$ cat src/cfb_pkg.sv
// Package: register map, field layout, types and timing for the function blocks
package cfb_pkg;

  // Linear values are signed hundredths of a percent (10000 = 100.00%)
  localparam int VAL_W = 16;
  typedef logic signed [VAL_W-1:0] cfb_val_t;

  // Classic Wishbone request bundle
  typedef struct packed {
    logic cyc;
    logic stb;
    logic we;
    logic [3:0] sel;
    logic [7:0] adr;
    logic [31:0] dat;
  } cfb_wb_req_t;

  // Multi-function transfer functions, encoded 0 to 6 in this order
  typedef enum logic [2:0] {
    MODE_PASS, MODE_CMP, MODE_AND, MODE_OR, MODE_INV, MODE_NEG, MODE_ABS
  } cfb_mode_t;

  // Timing: clock period and sample period
  localparam int CLK_PERIOD_NS = 8;
  localparam int SAMPLE_PERIOD_NS = 1000000;
  localparam int SAMPLE_CYCLES = SAMPLE_PERIOD_NS / CLK_PERIOD_NS;

  // Parameter numbers and limits
  localparam logic [9:0] PIN_DISCONNECT = 10'h190;
  localparam logic [9:0] AUX_SRC_MAX = 10'h2D0;
  localparam logic [15:0] HYST_MAX = 16'h03E8;

  // Register byte addresses
  localparam logic [7:0] OFS_MF_CFG = 8'h00;
  localparam logic [7:0] OFS_MF_MAIN = 8'h04;
  localparam logic [7:0] OFS_MF_AUX = 8'h08;
  localparam logic [7:0] OFS_MF_AUXSRC = 8'h0C;
  localparam logic [7:0] OFS_MF_OUT = 8'h10;
  localparam logic [7:0] OFS_LT_CTL = 8'h14;
  localparam logic [7:0] OFS_LT_HI = 8'h18;
  localparam logic [7:0] OFS_LT_LO = 8'h1C;
  localparam logic [7:0] OFS_LT_OUT = 8'h20;
  localparam logic [7:0] OFS_CN_CTL = 8'h24;
  localparam logic [7:0] OFS_CN_TGT = 8'h28;
  localparam logic [7:0] OFS_CN_STAT = 8'h2C;
  localparam logic [7:0] OFS_TM_CTL = 8'h30;
  localparam logic [7:0] OFS_TM_IVL = 8'h34;
  localparam logic [7:0] OFS_TM_STAT = 8'h38;
  localparam logic [7:0] OFS_CP_MODE = 8'h3C;
  localparam logic [7:0] OFS_CP_IN1 = 8'h40;
  localparam logic [7:0] OFS_CP_IN2 = 8'h44;
  localparam logic [7:0] OFS_CP_HYST = 8'h48;
  localparam logic [7:0] OFS_CP_DEST = 8'h4C;
  localparam logic [7:0] OFS_CP_OUT = 8'h50;
  localparam logic [7:0] OFS_SW_CTL = 8'h54;
  localparam logic [7:0] OFS_SW_HI = 8'h58;
  localparam logic [7:0] OFS_SW_LO = 8'h5C;
  localparam logic [7:0] OFS_SW_DEST = 8'h60;
  localparam logic [7:0] OFS_SW_OUT = 8'h64;
  localparam logic [7:0] OFS_DX_SEL = 8'h68;
  localparam logic [7:0] OFS_DX_OUT = 8'h6C;

  // Field positions
  localparam int MF_MODE_LSB = 0;
  localparam int MF_OPSEL_BIT = 3;
  localparam int LT_DATA_BIT = 0;
  localparam int LT_CLK_BIT = 1;
  localparam int LT_SET_BIT = 2;
  localparam int LT_RST_BIT = 3;
  localparam int CN_CLK_BIT = 0;
  localparam int CN_RST_BIT = 1;
  localparam int STAT_FLAG_BIT = 16;
  localparam int SW_CTL_BIT = 0;
  localparam int SW_FB_BIT = 1;

  // Reset values
  localparam logic [15:0] LT_HI_RST = 16'h2710;
  localparam logic [15:0] CN_TGT_RST = 16'h000A;
  localparam logic [15:0] TM_IVL_RST = 16'h000A;

endpackage

$ cat src/cfb_blocks.sv
// Sampled logic function blocks with a Wishbone register slave
// Notes on behaviour
// - Enabled output select gives chosen transfer function
// - Invert mode output is main XOR select
// - Aux source accepts 0..720, 400 disconnects
// - Linear value is logic 0 only at zero
// - Mode codes: pass, cmp, and, or, inv, neg, abs
// - Latch loads data on rising clock input
// - Latch drives high value or low value
// - Counter increments on each rising clock input
// - Counter held at zero while reset high
// - Target flag high when count reaches target
// - New target leaves count undisturbed
// - Timer runs while disabled, clears when enabled
// - Expired stays high until enable cycle
// - Comparator high when input 1 exceeds input 2
// - Hysteresis limited to 0 to 10.00 percent
// - Hysteresis band on both switching thresholds
// - Window mode high strictly inside plus/minus input 2
// - Window hysteresis at both boundaries
// - Comparator and switch idle with destination 400
// - Switch passes high or low input by control
// - Fed-back switch holds last value when low
// - Alarm word split into sixteen flags
// - Alarm word from active or stored alarms
//
// The implementer's own choices: the register offsets and the Wishbone slave port.
`timescale 1ns/1ps
`default_nettype none

module cfb_blocks #(
  parameter int SAMPLE_CYCLES = cfb_pkg::SAMPLE_CYCLES
) (
  input wire logic clk_i,
  input wire logic rst_i,
  input wire cfb_pkg::cfb_wb_req_t wb_req_i,
  output logic [31:0] wb_dat_o,
  output logic wb_ack_o,
  input wire logic [15:0] active_alarm_i,
  input wire logic [15:0] stored_alarm_i,
  output logic [15:0] alarm_flag_o
);
  import cfb_pkg::*;

  // Byte-lane merge for 16-bit registers
  function automatic logic [15:0] wr16(input logic [15:0] old,
                                       input logic [31:0] d,
                                       input logic [3:0] s);
    wr16 = {s[1] ? d[15:8] : old[15:8], s[0] ? d[7:0] : old[7:0]};
  endfunction

  // Linear value seen as a logic level
  function automatic logic lvl(input cfb_val_t v);
    lvl = (v != '0);
  endfunction

  //////////////////////////////////////////////////////////////////////////
  // Sample tick
  localparam int TW = $clog2(SAMPLE_CYCLES + 1);
  localparam logic [TW-1:0] TICK_LAST = TW'(SAMPLE_CYCLES - 1);
  logic [TW-1:0] tick_cnt_r;
  logic tick;
  assign tick = (tick_cnt_r == TICK_LAST);

  always_ff @(posedge clk_i) begin
    if (rst_i || tick) begin
      tick_cnt_r <= '0;
    end else begin
      tick_cnt_r <= tick_cnt_r + TW'(1);
    end
  end

  //////////////////////////////////////////////////////////////////////////
  // Wishbone slave
  logic req, wr, ack_r;
  assign req = wb_req_i.cyc && wb_req_i.stb && !ack_r;
  assign wr = req && wb_req_i.we;

  logic [3:0] mf_cfg_r;
  logic [15:0] mf_main_r, mf_aux_r, mf_out_r;
  logic [9:0] aux_src_r;
  logic [3:0] lt_ctl_r;
  logic [15:0] lt_hi_r, lt_lo_r, lt_out_r;
  logic lt_q_r;
  logic [1:0] cn_ctl_r;
  logic [15:0] cn_tgt_r, cn_cnt_r;
  logic cn_flag_r;
  logic tm_en_r, tm_exp_r;
  logic [15:0] tm_ivl_r, tm_el_r;
  logic cp_win_r, cp_out_r;
  logic [15:0] cp_in1_r, cp_in2_r, cp_hyst_r;
  logic [9:0] cp_dest_r, sw_dest_r;
  logic [1:0] sw_ctl_r;
  logic [15:0] sw_hi_r, sw_lo_r, sw_out_r;
  logic dx_sel_r;
  logic [15:0] wd;
  logic [15:0] wd_merged;
  logic [9:0] wd10;
  assign wd = wb_req_i.dat[15:0];
  // Lane-merged write word; source numbers use its low ten bits
  assign wd_merged = wr16(16'h0000, wb_req_i.dat, wb_req_i.sel);
  assign wd10 = wd_merged[9:0];

  // Acknowledge one cycle after each request, then drop
  always_ff @(posedge clk_i) begin
    if (rst_i) begin
      ack_r <= 1'b0;
    end else begin
      ack_r <= req;
    end
  end
  assign wb_ack_o = ack_r;

  // Configuration registers written by software
  always_ff @(posedge clk_i) begin
    if (rst_i) begin
      mf_cfg_r <= '0;
      mf_main_r <= '0;
      mf_aux_r <= '0;
      aux_src_r <= PIN_DISCONNECT;
      lt_ctl_r <= '0;
      lt_hi_r <= LT_HI_RST;
      lt_lo_r <= '0;
      cn_ctl_r <= '0;
      cn_tgt_r <= CN_TGT_RST;
      tm_en_r <= 1'b1;
      tm_ivl_r <= TM_IVL_RST;
      cp_win_r <= 1'b0;
      cp_in1_r <= '0;
      cp_in2_r <= '0;
      cp_hyst_r <= '0;
      cp_dest_r <= PIN_DISCONNECT;
      sw_ctl_r <= '0;
      sw_hi_r <= '0;
      sw_lo_r <= '0;
      sw_dest_r <= PIN_DISCONNECT;
      dx_sel_r <= 1'b0;
    end else if (wr) begin
      case (wb_req_i.adr)
        OFS_MF_CFG: if (wb_req_i.sel[0]) mf_cfg_r <= wd[3:0];
        OFS_MF_MAIN: mf_main_r <= wr16(mf_main_r, wb_req_i.dat, wb_req_i.sel);
        OFS_MF_AUX: mf_aux_r <= wr16(mf_aux_r, wb_req_i.dat, wb_req_i.sel);
        OFS_MF_AUXSRC: if (wd10 <= AUX_SRC_MAX) aux_src_r <= wd10;
        OFS_LT_CTL: if (wb_req_i.sel[0]) lt_ctl_r <= wd[3:0];
        OFS_LT_HI: lt_hi_r <= wr16(lt_hi_r, wb_req_i.dat, wb_req_i.sel);
        OFS_LT_LO: lt_lo_r <= wr16(lt_lo_r, wb_req_i.dat, wb_req_i.sel);
        OFS_CN_CTL: if (wb_req_i.sel[0]) cn_ctl_r <= wd[1:0];
        OFS_CN_TGT: cn_tgt_r <= wr16(cn_tgt_r, wb_req_i.dat, wb_req_i.sel);
        OFS_TM_CTL: if (wb_req_i.sel[0]) tm_en_r <= wd[0];
        OFS_TM_IVL: tm_ivl_r <= wr16(tm_ivl_r, wb_req_i.dat, wb_req_i.sel);
        OFS_CP_MODE: if (wb_req_i.sel[0]) cp_win_r <= wd[0];
        OFS_CP_IN1: cp_in1_r <= wr16(cp_in1_r, wb_req_i.dat, wb_req_i.sel);
        OFS_CP_IN2: cp_in2_r <= wr16(cp_in2_r, wb_req_i.dat, wb_req_i.sel);
        OFS_CP_HYST: begin
          cp_hyst_r <= (wr16(cp_hyst_r, wb_req_i.dat, wb_req_i.sel) > HYST_MAX)
                       ? HYST_MAX : wr16(cp_hyst_r, wb_req_i.dat, wb_req_i.sel);
        end
        OFS_CP_DEST: if (wd10 <= AUX_SRC_MAX) cp_dest_r <= wd10;
        OFS_SW_CTL: if (wb_req_i.sel[0]) sw_ctl_r <= wd[1:0];
        OFS_SW_HI: sw_hi_r <= wr16(sw_hi_r, wb_req_i.dat, wb_req_i.sel);
        OFS_SW_LO: sw_lo_r <= wr16(sw_lo_r, wb_req_i.dat, wb_req_i.sel);
        OFS_SW_DEST: if (wd10 <= AUX_SRC_MAX) sw_dest_r <= wd10;
        OFS_DX_SEL: if (wb_req_i.sel[0]) dx_sel_r <= wd[0];
        default: ;
      endcase
    end
  end

  // Read data, zero for unmapped addresses
  logic [31:0] rd;
  always_comb begin
    rd = '0;
    case (wb_req_i.adr)
      OFS_MF_CFG: rd = {28'h0, mf_cfg_r};
      OFS_MF_MAIN: rd = {16'h0, mf_main_r};
      OFS_MF_AUX: rd = {16'h0, mf_aux_r};
      OFS_MF_AUXSRC: rd = {22'h0, aux_src_r};
      OFS_MF_OUT: rd = {16'h0, mf_out_r};
      OFS_LT_CTL: rd = {28'h0, lt_ctl_r};
      OFS_LT_HI: rd = {16'h0, lt_hi_r};
      OFS_LT_LO: rd = {16'h0, lt_lo_r};
      OFS_LT_OUT: rd = {15'h0, lt_q_r, lt_out_r};
      OFS_CN_CTL: rd = {30'h0, cn_ctl_r};
      OFS_CN_TGT: rd = {16'h0, cn_tgt_r};
      OFS_CN_STAT: rd = {15'h0, cn_flag_r, cn_cnt_r};
      OFS_TM_CTL: rd = {31'h0, tm_en_r};
      OFS_TM_IVL: rd = {16'h0, tm_ivl_r};
      OFS_TM_STAT: rd = {15'h0, tm_exp_r, tm_el_r};
      OFS_CP_MODE: rd = {31'h0, cp_win_r};
      OFS_CP_IN1: rd = {16'h0, cp_in1_r};
      OFS_CP_IN2: rd = {16'h0, cp_in2_r};
      OFS_CP_HYST: rd = {16'h0, cp_hyst_r};
      OFS_CP_DEST: rd = {22'h0, cp_dest_r};
      OFS_CP_OUT: rd = {31'h0, cp_out_r};
      OFS_SW_CTL: rd = {30'h0, sw_ctl_r};
      OFS_SW_HI: rd = {16'h0, sw_hi_r};
      OFS_SW_LO: rd = {16'h0, sw_lo_r};
      OFS_SW_DEST: rd = {22'h0, sw_dest_r};
      OFS_SW_OUT: rd = {16'h0, sw_out_r};
      OFS_DX_SEL: rd = {31'h0, dx_sel_r};
      OFS_DX_OUT: rd = {16'h0, alarm_flag_o};
      default: rd = '0;
    endcase
  end

  // Read data captured with the request
  always_ff @(posedge clk_i) begin
    if (rst_i) begin
      wb_dat_o <= '0;
    end else if (req && !wb_req_i.we) begin
      wb_dat_o <= rd;
    end
  end

  //////////////////////////////////////////////////////////////////////////
  // Multi-function block
  cfb_mode_t mode;
  cfb_val_t main_v, aux_v, mf_nxt;
  logic lm, la, opsel;
  assign mode = cfb_mode_t'(mf_cfg_r[MF_MODE_LSB +: 3]);
  assign opsel = mf_cfg_r[MF_OPSEL_BIT];
  assign main_v = cfb_val_t'(mf_main_r);
  // source 400 reads as disconnected (zero)
  assign aux_v = (aux_src_r == PIN_DISCONNECT) ? '0 : cfb_val_t'(mf_aux_r);
  // only exact zero is logic 0
  assign lm = lvl(main_v);
  assign la = lvl(aux_v);

  always_comb begin
    mf_nxt = main_v;
    case (mode)
      MODE_PASS: if (opsel) mf_nxt = aux_v;
      MODE_CMP: if (opsel) mf_nxt = cfb_val_t'(main_v > aux_v);
      MODE_AND: if (opsel) mf_nxt = cfb_val_t'(lm && la);
      MODE_OR: if (opsel) mf_nxt = cfb_val_t'(lm || la);
      // invert output is main XOR select
      MODE_INV: mf_nxt = cfb_val_t'(lm ^ opsel);
      MODE_NEG: begin
        if (opsel) begin
          mf_nxt = (main_v == 16'sh8000) ? 16'sh7FFF : -main_v;
        end
      end
      MODE_ABS: begin
        if (opsel && main_v < 0) begin
          mf_nxt = (main_v == 16'sh8000) ? 16'sh7FFF : -main_v;
        end
      end
      default: mf_nxt = main_v;
    endcase
  end

  // output updated at the sample tick
  always_ff @(posedge clk_i) begin
    if (rst_i) begin
      mf_out_r <= '0;
    end else if (tick) begin
      mf_out_r <= mf_nxt;
    end
  end

  //////////////////////////////////////////////////////////////////////////
  // Latch
  logic lt_clk_prev_r;
  always_ff @(posedge clk_i) begin
    if (rst_i) begin
      lt_q_r <= 1'b0;
      lt_clk_prev_r <= 1'b0;
    end else if (tick) begin
      lt_clk_prev_r <= lt_ctl_r[LT_CLK_BIT];
      // reset then set override the clock
      if (lt_ctl_r[LT_RST_BIT]) begin
        lt_q_r <= 1'b0;
      end else if (lt_ctl_r[LT_SET_BIT]) begin
        lt_q_r <= 1'b1;
      // load on rising clock since last sample
      end else if (lt_ctl_r[LT_CLK_BIT] && !lt_clk_prev_r) begin
        lt_q_r <= lt_ctl_r[LT_DATA_BIT];
      end
    end
  end

  // output stage value for high or low
  always_ff @(posedge clk_i) begin
    if (rst_i) begin
      lt_out_r <= '0;
    end else begin
      lt_out_r <= lt_q_r ? lt_hi_r : lt_lo_r;
    end
  end

  //////////////////////////////////////////////////////////////////////////
  // Batch counter
  logic cn_clk_prev_r;
  always_ff @(posedge clk_i) begin
    if (rst_i) begin
      cn_cnt_r <= '0;
      cn_clk_prev_r <= 1'b0;
    end else if (tick) begin
      cn_clk_prev_r <= cn_ctl_r[CN_CLK_BIT];
      // held at zero while reset high
      if (cn_ctl_r[CN_RST_BIT]) begin
        cn_cnt_r <= '0;
      end else if (cn_ctl_r[CN_CLK_BIT] && !cn_clk_prev_r) begin
        cn_cnt_r <= cn_cnt_r + 16'h0001;
      end
    end
  end

  always_ff @(posedge clk_i) begin
    if (rst_i) begin
      cn_flag_r <= 1'b0;
    end else begin
      cn_flag_r <= (cn_cnt_r >= cn_tgt_r);
    end
  end

  //////////////////////////////////////////////////////////////////////////
  // Interval timer, counting in sample periods
  always_ff @(posedge clk_i) begin
    if (rst_i) begin
      tm_el_r <= '0;
      tm_exp_r <= 1'b0;
    end else if (tick) begin
      if (tm_en_r) begin
        tm_el_r <= '0;
        tm_exp_r <= 1'b0;
      // expire and hold until next enable
      end else if (tm_el_r >= tm_ivl_r) begin
        tm_exp_r <= 1'b1;
      end else begin
        tm_el_r <= tm_el_r + 16'h0001;
      end
    end
  end

  //////////////////////////////////////////////////////////////////////////
  // Comparator, 18-bit arithmetic avoids overflow
  logic signed [17:0] c1, c2, ch, up_on, up_off, lo_on, lo_off;
  logic cp_nxt;
  assign c1 = 18'(cfb_val_t'(cp_in1_r));
  assign c2 = 18'(cfb_val_t'(cp_in2_r));
  assign ch = 18'(cp_hyst_r);
  assign up_on = c2 - ch;
  assign up_off = c2 + ch;
  assign lo_on = -c2 + ch;
  assign lo_off = -c2 - ch;

  always_comb begin
    cp_nxt = cp_out_r;
    if (cp_win_r) begin
      if (!cp_out_r && c1 < up_on && c1 > lo_on) begin
        cp_nxt = 1'b1;
      end else if (cp_out_r && (c1 >= up_off || c1 <= lo_off)) begin
        cp_nxt = 1'b0;
      end
    end else begin
      // high above input 2 plus hysteresis, low at or below input 2 minus it
      if (!cp_out_r && c1 > up_off) begin
        cp_nxt = 1'b1;
      end else if (cp_out_r && c1 <= up_on) begin
        cp_nxt = 1'b0;
      end
    end
  end

  always_ff @(posedge clk_i) begin
    if (rst_i) begin
      cp_out_r <= 1'b0;
    end else if (cp_dest_r == PIN_DISCONNECT) begin
      cp_out_r <= 1'b0;
    end else if (tick) begin
      cp_out_r <= cp_nxt;
    end
  end

  //////////////////////////////////////////////////////////////////////////
  // Changeover switch
  logic [15:0] sw_low_in;
  // feedback makes a sample and hold
  assign sw_low_in = sw_ctl_r[SW_FB_BIT] ? sw_out_r : sw_lo_r;

  // control picks high or low input
  always_ff @(posedge clk_i) begin
    if (rst_i) begin
      sw_out_r <= '0;
    end else if (sw_dest_r == PIN_DISCONNECT) begin
      sw_out_r <= '0;
    end else if (tick) begin
      sw_out_r <= sw_ctl_r[SW_CTL_BIT] ? sw_hi_r : sw_low_in;
    end
  end

  //////////////////////////////////////////////////////////////////////////
  // Alarm word demultiplexer
  // active or stored alarm word
  always_ff @(posedge clk_i) begin
    if (rst_i) begin
      alarm_flag_o <= '0;
    end else begin
      alarm_flag_o <= dx_sel_r ? stored_alarm_i : active_alarm_i;
    end
  end
endmodule

`default_nettype wire

$ cat config.mk
export PLATFORM = sky130hd
export DESIGN_NAME = cfb_blocks
export DESIGN_NICKNAME = d
export VERILOG_FILES = /design/src/cfb_pkg.sv /design/src/cfb_blocks.sv
export SDC_FILE = /design/constraint.sdc
export NUM_CORES = 1
export LEC_CHECK = 0
export ABC_AREA = 0
export BUFFER_PORTS_ARGS = -buffer_cell sky130_fd_sc_hd__buf_2
export CAP_MARGIN = 0
export CELL_PAD_IN_SITES_DETAIL_PLACEMENT = 0
export CELL_PAD_IN_SITES_GLOBAL_PLACEMENT = 1
export CORE_UTILIZATION = 44
export CTS_CLUSTER_DIAMETER = 150
export CTS_CLUSTER_SIZE = 24
export DETAILED_ROUTE_END_ITERATION = 6
export PLACE_DENSITY = 0.87
export SYNTH_ARGS = -nofsm -noshare
export SYNTH_HDL_FRONTEND = slang
export SYNTH_SLANG_ARGS = --single-unit
$ cat constraint.sdc
create_clock -name clk_i -period 6.4 [get_ports clk_i]
set_clock_uncertainty 0.05 [all_clocks]
set_input_delay 0.32 -clock clk_i [delete_from_list [all_inputs] [get_ports clk_i]]
set_output_delay 0.32 -clock clk_i [all_outputs]
set_load 0.05 [all_outputs]
# Word level (Yosys, flattened, before mapping)

Index checks and enable logic that the tools add are counted.

Flip-flop bits (word level): 373
Bits of input ports: 81
Logic and storage cells: 210

Add/sub/neg operators: 9
Magnitude comparators: 12
Eq/ne operators: 41
Multiplexer cells: 33
Bitwise operators: 1
Reduce and logical (&&, ||, !) cells: 68

Operator list:

| cell                                                 | count |
|---|---|
| case mux 17 bit (28 select lines)                    | 1 |
| 2-to-1 mux 16 bit                                    | 17 |
| case mux 16 bit (7 select lines)                     | 1 |
| equality test 8 x 7 -> 1 bit, second input constant  | 12 |
| AND reduction 3 bit                                  | 31 |
| equality test 8 x 6 -> 1 bit, second input constant  | 8 |
| > comparator 16 x 18 -> 1 bit                        | 2 |
| <= comparator 16 x 18 -> 1 bit                       | 2 |
| adder 16 x 1 -> 16 bit, second input constant        | 2 |
| equality test 8 x 5 -> 1 bit, second input constant  | 4 |
| greater-or-equal comparator 16 bit                   | 2 |
| nonzero test 16 bit                                  | 2 |
| equality test 10 x 9 -> 1 bit, second input constant | 3 |
| 2-to-1 mux 8 bit                                     | 3 |
| adder 16 x 17 -> 18 bit                              | 1 |
| adder 18 x 17 -> 18 bit                              | 1 |
| greater-or-equal comparator 16 x 18 -> 1 bit         | 1 |
| less-than comparator 16 x 18 -> 1 bit                | 1 |
| negator 16 -> 18 bit                                 | 1 |
| subtractor 16 x 17 -> 18 bit                         | 1 |
| subtractor 18 x 17 -> 18 bit                         | 1 |
| adder 17 x 1 -> 17 bit, second input constant        | 1 |
| equality test 17 bit, second input constant          | 1 |
| equality test 16 bit, second input constant          | 1 |
| 24 further kinds                                     | 64 |

# Longest topological paths before layout

Word-level depth: 8
Gate-level depth with buffers: 26

# Worst setup path after synthesis

Ideal clock, no wire load.

Kind: register -> register
From: register cp_in2_r[2]
To: register cp_out_r
Library setup time: 0.074 ns
Data arrival time: 4.996 ns
Data required time: 6.276 ns
Path slack: 1.279 ns
Cell stages (with the launch flop): 25
Path buffers: 2
Cell sequence: dfxtp_1 or3_1 or3b_2 clkbuf_1 nor3_1 xnor2_1 ha_1 clkbuf_1 a21oi_1 o21ai_0 or3_1 o211a_1 o21ai_0 a21oi_1 o21ai_0 nand2b_1 xnor2_1 ha_1 nand4_1 nor3_1 a21oi_1 o211ai_1 a41oi_1 or4_1 o21ai_0

Cells in the longest elaborated chain, start to end: 7
Elaborated cells on any way between the ends: 23

RTL lines:

| item                                            | line                                 | text |
|---|---|---|
| start: declaration                              | cfb_blocks.sv:91                     | `logic [15:0] cp_in1_r, cp_in2_r, cp_hyst_r;` |
| start signal: assignment                        | cfb_blocks.sv:153                    | `OFS_CP_IN2: cp_in2_r <= wr16(cp_in2_r, wb_req_i.dat, wb_req_i.sel);` |
| negator 16 -> 18 bit                            | cfb_blocks.sv:345, cfb_blocks.sv:346 |  |
| subtractor 18 x 17 -> 18 bit                    | cfb_blocks.sv:346                    | `assign lo_off = -c2 - ch;` |
| <= comparator 16 x 18 -> 1 bit                  | cfb_blocks.sv:353                    | `end else if (cp_out_r && (c1 >= up_off \|\| c1 <= lo_off)) begin` |
| logical OR 1 bit                                | cfb_blocks.sv:353                    |  |
| logical AND 1 bit                               | cfb_blocks.sv:353                    |  |
| inequality test 3 x 1 -> 1 bit (no source line) | --                                   |  |
| AND reduction 3 bit (no source line)            | --                                   |  |
| end signal: assignment                          | cfb_blocks.sv:372                    | `cp_out_r <= cp_nxt;` |
| end: declaration                                | cfb_blocks.sv:90                     | `logic cp_win_r, cp_out_r;` |

Several ways; a longest one is shown, not always the timed one.
A chain may end at the register's enable or synchronous reset.

# Worst setup path in the final report

From: register cp_in2_r[1]
To: register cp_out_r

The elaborated chain is that of the path after synthesis.

==> results <==
- The synthesized design contains 0 enable-type register cells.
- The clock tree from TritonCTS is done.
- The number of placement rows is 81.
- The standby leakage power is 8.930 nW.
- Setup repair after global routing left no endpoint under its margin.
- The post-route netlist has 5.817% of its cells at a drive strength greater than 1.
- In this run the worst path has a maximum fanout of 9.
- The post-synthesis instance area is 21950 µm².
- The final hold violation count is 0.
- Counting flops with an async set or reset pin after synthesis yields a share of 0%.
- The area added between synthesis and finish is 8.047%.
- The largest net degree at the start of global routing is 98.
- The number of buffer cells added on primary ports is 96.
- The wire length of the first global-routing pass is 124200 µm.
- The fraction of the cycle the final worst path needs is 88.97%.
- The via count of the first global-routing pass came to 20620.
- The number of clock sinks seen by CTS is 358.
- For the final routed database, the setup TNS stands at 0 ps.
- After clock tree synthesis, the setup repair step added 0 buffers.
- The core area is 49050 µm².
- The top achievable clock speed is 175.6 MHz.
- The power density over the cells is 161.7 nW/µm².
- In this run the vertical extent of the chip is 225.4 µm.
- The layout has 4857 filler cells.
- The clock-pin slew of the registers on the worst-case setup and hold paths is 110 ps.
- In this run the most used layer during global routing was met2.
- The number of vias per cell is 6.121.
- The slew at the pin closest to its max-slew limit is 1235 ps.
- The met2 track demand over resource in global routing is 53.32%.
- Wires add up to 83010 µm.
- The number of cell instances on the worst register-to-register path is 23.
- The final weighted congestion of routability-driven global placement is 0.9467.
- Max-cap violations in this run came to 0.
- After detailed placement, the total cell area comes to 22910 µm².
- The initial antenna violation count came to 0.
- The end point of the critical path is cp_out_r.
- The critical path startpoint is cp_in2_r[1].
- Synthesis handed over a netlist of 2860 instances.
- The global-route congestion overflow total is 0.
- CTS built an H-tree with a depth of 1.
- The run finished with clean final reports.
- The endpoint identified for the worst register-to-register timing path is cp_out_r.
- IR analysis of the VDD net gives a maximum drop of 0.0001550 V.
- In the global route stage, overall resource usage came out at 32.18%.
- Dividing the synthesized area by the synthesized cell count gives 7.677 µm².
- In this run the tightest slew margin relative to its limit is 17.05%.
- After synthesis, flip-flops and latches occupy 32.64% of the total area.
- The pre-CTS setup slack is 762.1 ps.
- The floorplan die width is 225.4 µm.
- The count of boundary I/O pins is 130.
- The post-route minimum period is 5694 ps.
- The half-perimeter wire length after placement is 62290 µm.
- The multi-input combinational cells in the finished layout cover a total of 13850 µm².
- The worst register-to-register path begins at cp_in2_r[1].
- The setup path with the least slack is of type reg2reg.
- The initial utilization of the core area, before any placement, comes to 44.76%.
- The library cell used most frequently in the layout, excluding fill and tap cells, is sky130_fd_sc_hd__nand2_1.
- The later-pin clock latency in the skew report is 560 ps.
- The number of antenna repair diodes is 0.
- STA classifies the critical path startpoint as a flop.
- Among all flip-flop cells after synthesis, the most frequent one is sky130_fd_sc_hd__dfxtp_1.
- The max-slew violation count was 0.
- The number of iterations in the first detailed-routing pass is 7.
- Power comes to 3.836 mW.
- The sort of element at the end of the critical path is a flop.
- For met3 alone, demand over resource in global routing was 4.237%.
- The synthesized netlist contains 77 unique library cells.
- The count of synthesis-stage warnings from yosys is 0.
- The maximum clock insertion buffer count is 3.
- The area occupied by registers is 7167 µm².
- After detailed routing, the average wire length per cell comes to 23.37 µm.
- The number of buffers created by CTS is 18.
- The area enclosed by the die boundary is 50790 µm².
- The data required time at the worst endpoint is 6840 ps.
- The worst endpoint data arrival time is 6130 ps.
- For this block, the via count after detailed routing is 21740.
- Setup slack on the worst reg-to-reg path comes out at 710 ps.
- In this run the remaining antenna-violating nets after routing total 0.
- The cell at the root of the clock tree is sky130_fd_sc_hd__clkbuf_16.
- The final layout contains 3160 nets.
- The DRC marker count from the first detailed-route iteration is 2238.
- The area of all placed cells without fillers is 23720 µm².
- The path class of the lowest-slack min-delay path is in2reg.
- The global routing met1 resource utilization is 42.62%.
- Setup violations remaining at the end of the flow were counted as 0.
- In the layout the commonest cells are 464 x sky130_fd_sc_hd__nand2_1, 358 x sky130_fd_sc_hd__dfxtp_1, 334 x sky130_fd_sc_hd__nor2_1.
- Once layout is complete, the utilization of the core stands at 48.36%.
- In the final layout, the registers with the most flip-flops are tick_cnt_r: 17 flops, wb_dat_o: 17 flops.
- The worst setup slack after layout is 706.1 ps.
- The remaining design rule violation count is 0.
- The synthesized design contains 358 register bits.
-- where the power goes --
part           internal [mW]  leakage [nW]  switching (mW)  total [mW]
registers               2.24          2.89          0.0138        2.25
logic                 0.0689          5.80           0.209       0.277
clock network          0.547         0.241           0.758        1.30
total                   2.86          8.93           0.980        3.84
-- area by class of cell --
type	instances	share of cell area [%]
multi-input combinational	2259	58.40
sequential	358	30.21
timing repair buffer	157	4.336
tap	664	3.502
clock buffer	20	2.062
inverter	94	1.487
-- per-layer routing --
layer	wire [µm]	part of all wire, %
met1	34520	42
met2	38550	46
met3	7086	8.5
met4	2843	3.4
met5	0	0
-- worst min-delay path by stage --
stage,from,end,cells past startpoint,slack (ps)
after global routing,wb_req_i[14],sw_hi_r[14],3,120
after CTS,wb_req_i[13],sw_hi_r[13],3,100
after floorplan,tick_cnt_r[0],tick_cnt_r[0],1,370
after global placement,tick_cnt_r[0],tick_cnt_r[0],1,380
final,wb_req_i[13],sw_hi_r[13],3,130
after detailed placement,tick_cnt_r[0],tick_cnt_r[0],1,390
-- synth_stat cells, types with 4 or more instances --
master | count | area, µm²
sky130_fd_sc_hd__and4_1 | 7 | 61.31
sky130_fd_sc_hd__nor3_1 | 92 | 460.4
sky130_fd_sc_hd__nand2_1 | 464 | 1742
sky130_fd_sc_hd__o21bai_1 | 16 | 120.1
sky130_fd_sc_hd__nor2b_1 | 23 | 143.9
sky130_fd_sc_hd__o211ai_1 | 11 | 82.58
sky130_fd_sc_hd__a211o_1 | 17 | 148.9
sky130_fd_sc_hd__a32oi_1 | 4 | 35.03
sky130_fd_sc_hd__a221oi_1 | 27 | 236.5
sky130_fd_sc_hd__a222oi_1 | 14 | 140.1
sky130_fd_sc_hd__and3_1 | 10 | 62.56
sky130_fd_sc_hd__ha_1 | 187 | 2340
sky130_fd_sc_hd__and2_1 | 19 | 118.9
sky130_fd_sc_hd__nand4_1 | 45 | 281.5
sky130_fd_sc_hd__o31ai_1 | 5 | 37.54
sky130_fd_sc_hd__a211oi_1 | 14 | 105.1
sky130_fd_sc_hd__nand2b_1 | 33 | 206.5
sky130_fd_sc_hd__xnor2_1 | 61 | 534.3
sky130_fd_sc_hd__or3_1 | 17 | 106.4
sky130_fd_sc_hd__mux2i_1 | 57 | 570.6
sky130_fd_sc_hd__a311oi_1 | 5 | 43.79
sky130_fd_sc_hd__xor2_1 | 51 | 446.7
sky130_fd_sc_hd__a41oi_1 | 4 | 35.03
sky130_fd_sc_hd__clkbuf_1 | 139 | 521.8
sky130_fd_sc_hd__nand3_1 | 61 | 305.3
sky130_fd_sc_hd__nand3b_1 | 8 | 60.06
sky130_fd_sc_hd__inv_1 | 93 | 349.1
sky130_fd_sc_hd__a21o_1 | 32 | 240.2
sky130_fd_sc_hd__a22o_1 | 16 | 140.1
sky130_fd_sc_hd__o21ai_0 | 77 | 385.4
sky130_fd_sc_hd__buf_4 | 15 | 112.6
sky130_fd_sc_hd__nor4_1 | 22 | 137.6
sky130_fd_sc_hd__or4_1 | 6 | 45.04
sky130_fd_sc_hd__dfxtp_1 | 358 | 7167
sky130_fd_sc_hd__o22ai_1 | 12 | 75.07
sky130_fd_sc_hd__nor2_1 | 338 | 1269
sky130_fd_sc_hd__o41ai_1 | 4 | 35.03
sky130_fd_sc_hd__buf_1 | 4 | 15.01
sky130_fd_sc_hd__nor3b_1 | 4 | 30.03
sky130_fd_sc_hd__o21a_1 | 11 | 82.58
sky130_fd_sc_hd__a21oi_1 | 311 | 1556
sky130_fd_sc_hd__fa_1 | 4 | 80.08
sky130_fd_sc_hd__a22oi_1 | 101 | 758.2
sky130_fd_sc_hd__a31oi_1 | 8 | 50.05
-- timing repair --
item	in CTS	in global routing
hold endpoints to repair	16	0
resized for setup	0	0
hold buffers	32	0
-- metrics by stage --
step | instances | hold WS [ps]
finish | 3552 | 129.4
global route | 3552 | 121.9
CTS | 3552 | 101.9
detailed placement | 3500 | 392.3
global placement | 3500 | 380.7
floorplan | 2874 | 367.6
-- critical path, cell delays in order, from the launching register on --
cell and delay, ps:
sky130_fd_sc_hd__dfxtp_1 470, sky130_fd_sc_hd__inv_1 170, sky130_fd_sc_hd__ha_1 240, sky130_fd_sc_hd__or3b_2 570, sky130_fd_sc_hd__nor3_1 210, sky130_fd_sc_hd__xnor2_1 190, sky130_fd_sc_hd__ha_1 380, sky130_fd_sc_hd__a21oi_1 170
sky130_fd_sc_hd__o21ai_0 130, sky130_fd_sc_hd__or3_1 350, sky130_fd_sc_hd__o211a_1 210, sky130_fd_sc_hd__o21ai_0 260, sky130_fd_sc_hd__a21oi_1 160, sky130_fd_sc_hd__o21ai_0 160, sky130_fd_sc_hd__nand2b_1 90, sky130_fd_sc_hd__xnor2_1 130
sky130_fd_sc_hd__ha_1 300, sky130_fd_sc_hd__nand4_1 160, sky130_fd_sc_hd__nor3_1 280, sky130_fd_sc_hd__a21oi_1 100, sky130_fd_sc_hd__o211ai_1 110, sky130_fd_sc_hd__a41oi_1 150, sky130_fd_sc_hd__or4_1 520, sky130_fd_sc_hd__o21ai_0 90
-- logic make-up (layout without fill, tap and decap cells) --
family / Yosys count / count (layout) / synth area share [%]
other: 1 / 15 / 0.01708
and+or+nand+nor: 1167 / 1167 / 23.68
adders and majority gates: 192 / 192 / 11.07
xor gates and xnor gates: 112 / 112 / 4.468
AOI/OAI and AO/OA: 716 / 716 / 20.81
DFF: 358 / 358 / 32.64
buffers and inverters: 257 / 271 / 4.707
muxes: 57 / 57 / 2.599
Power figures use the tool's default switching activity.
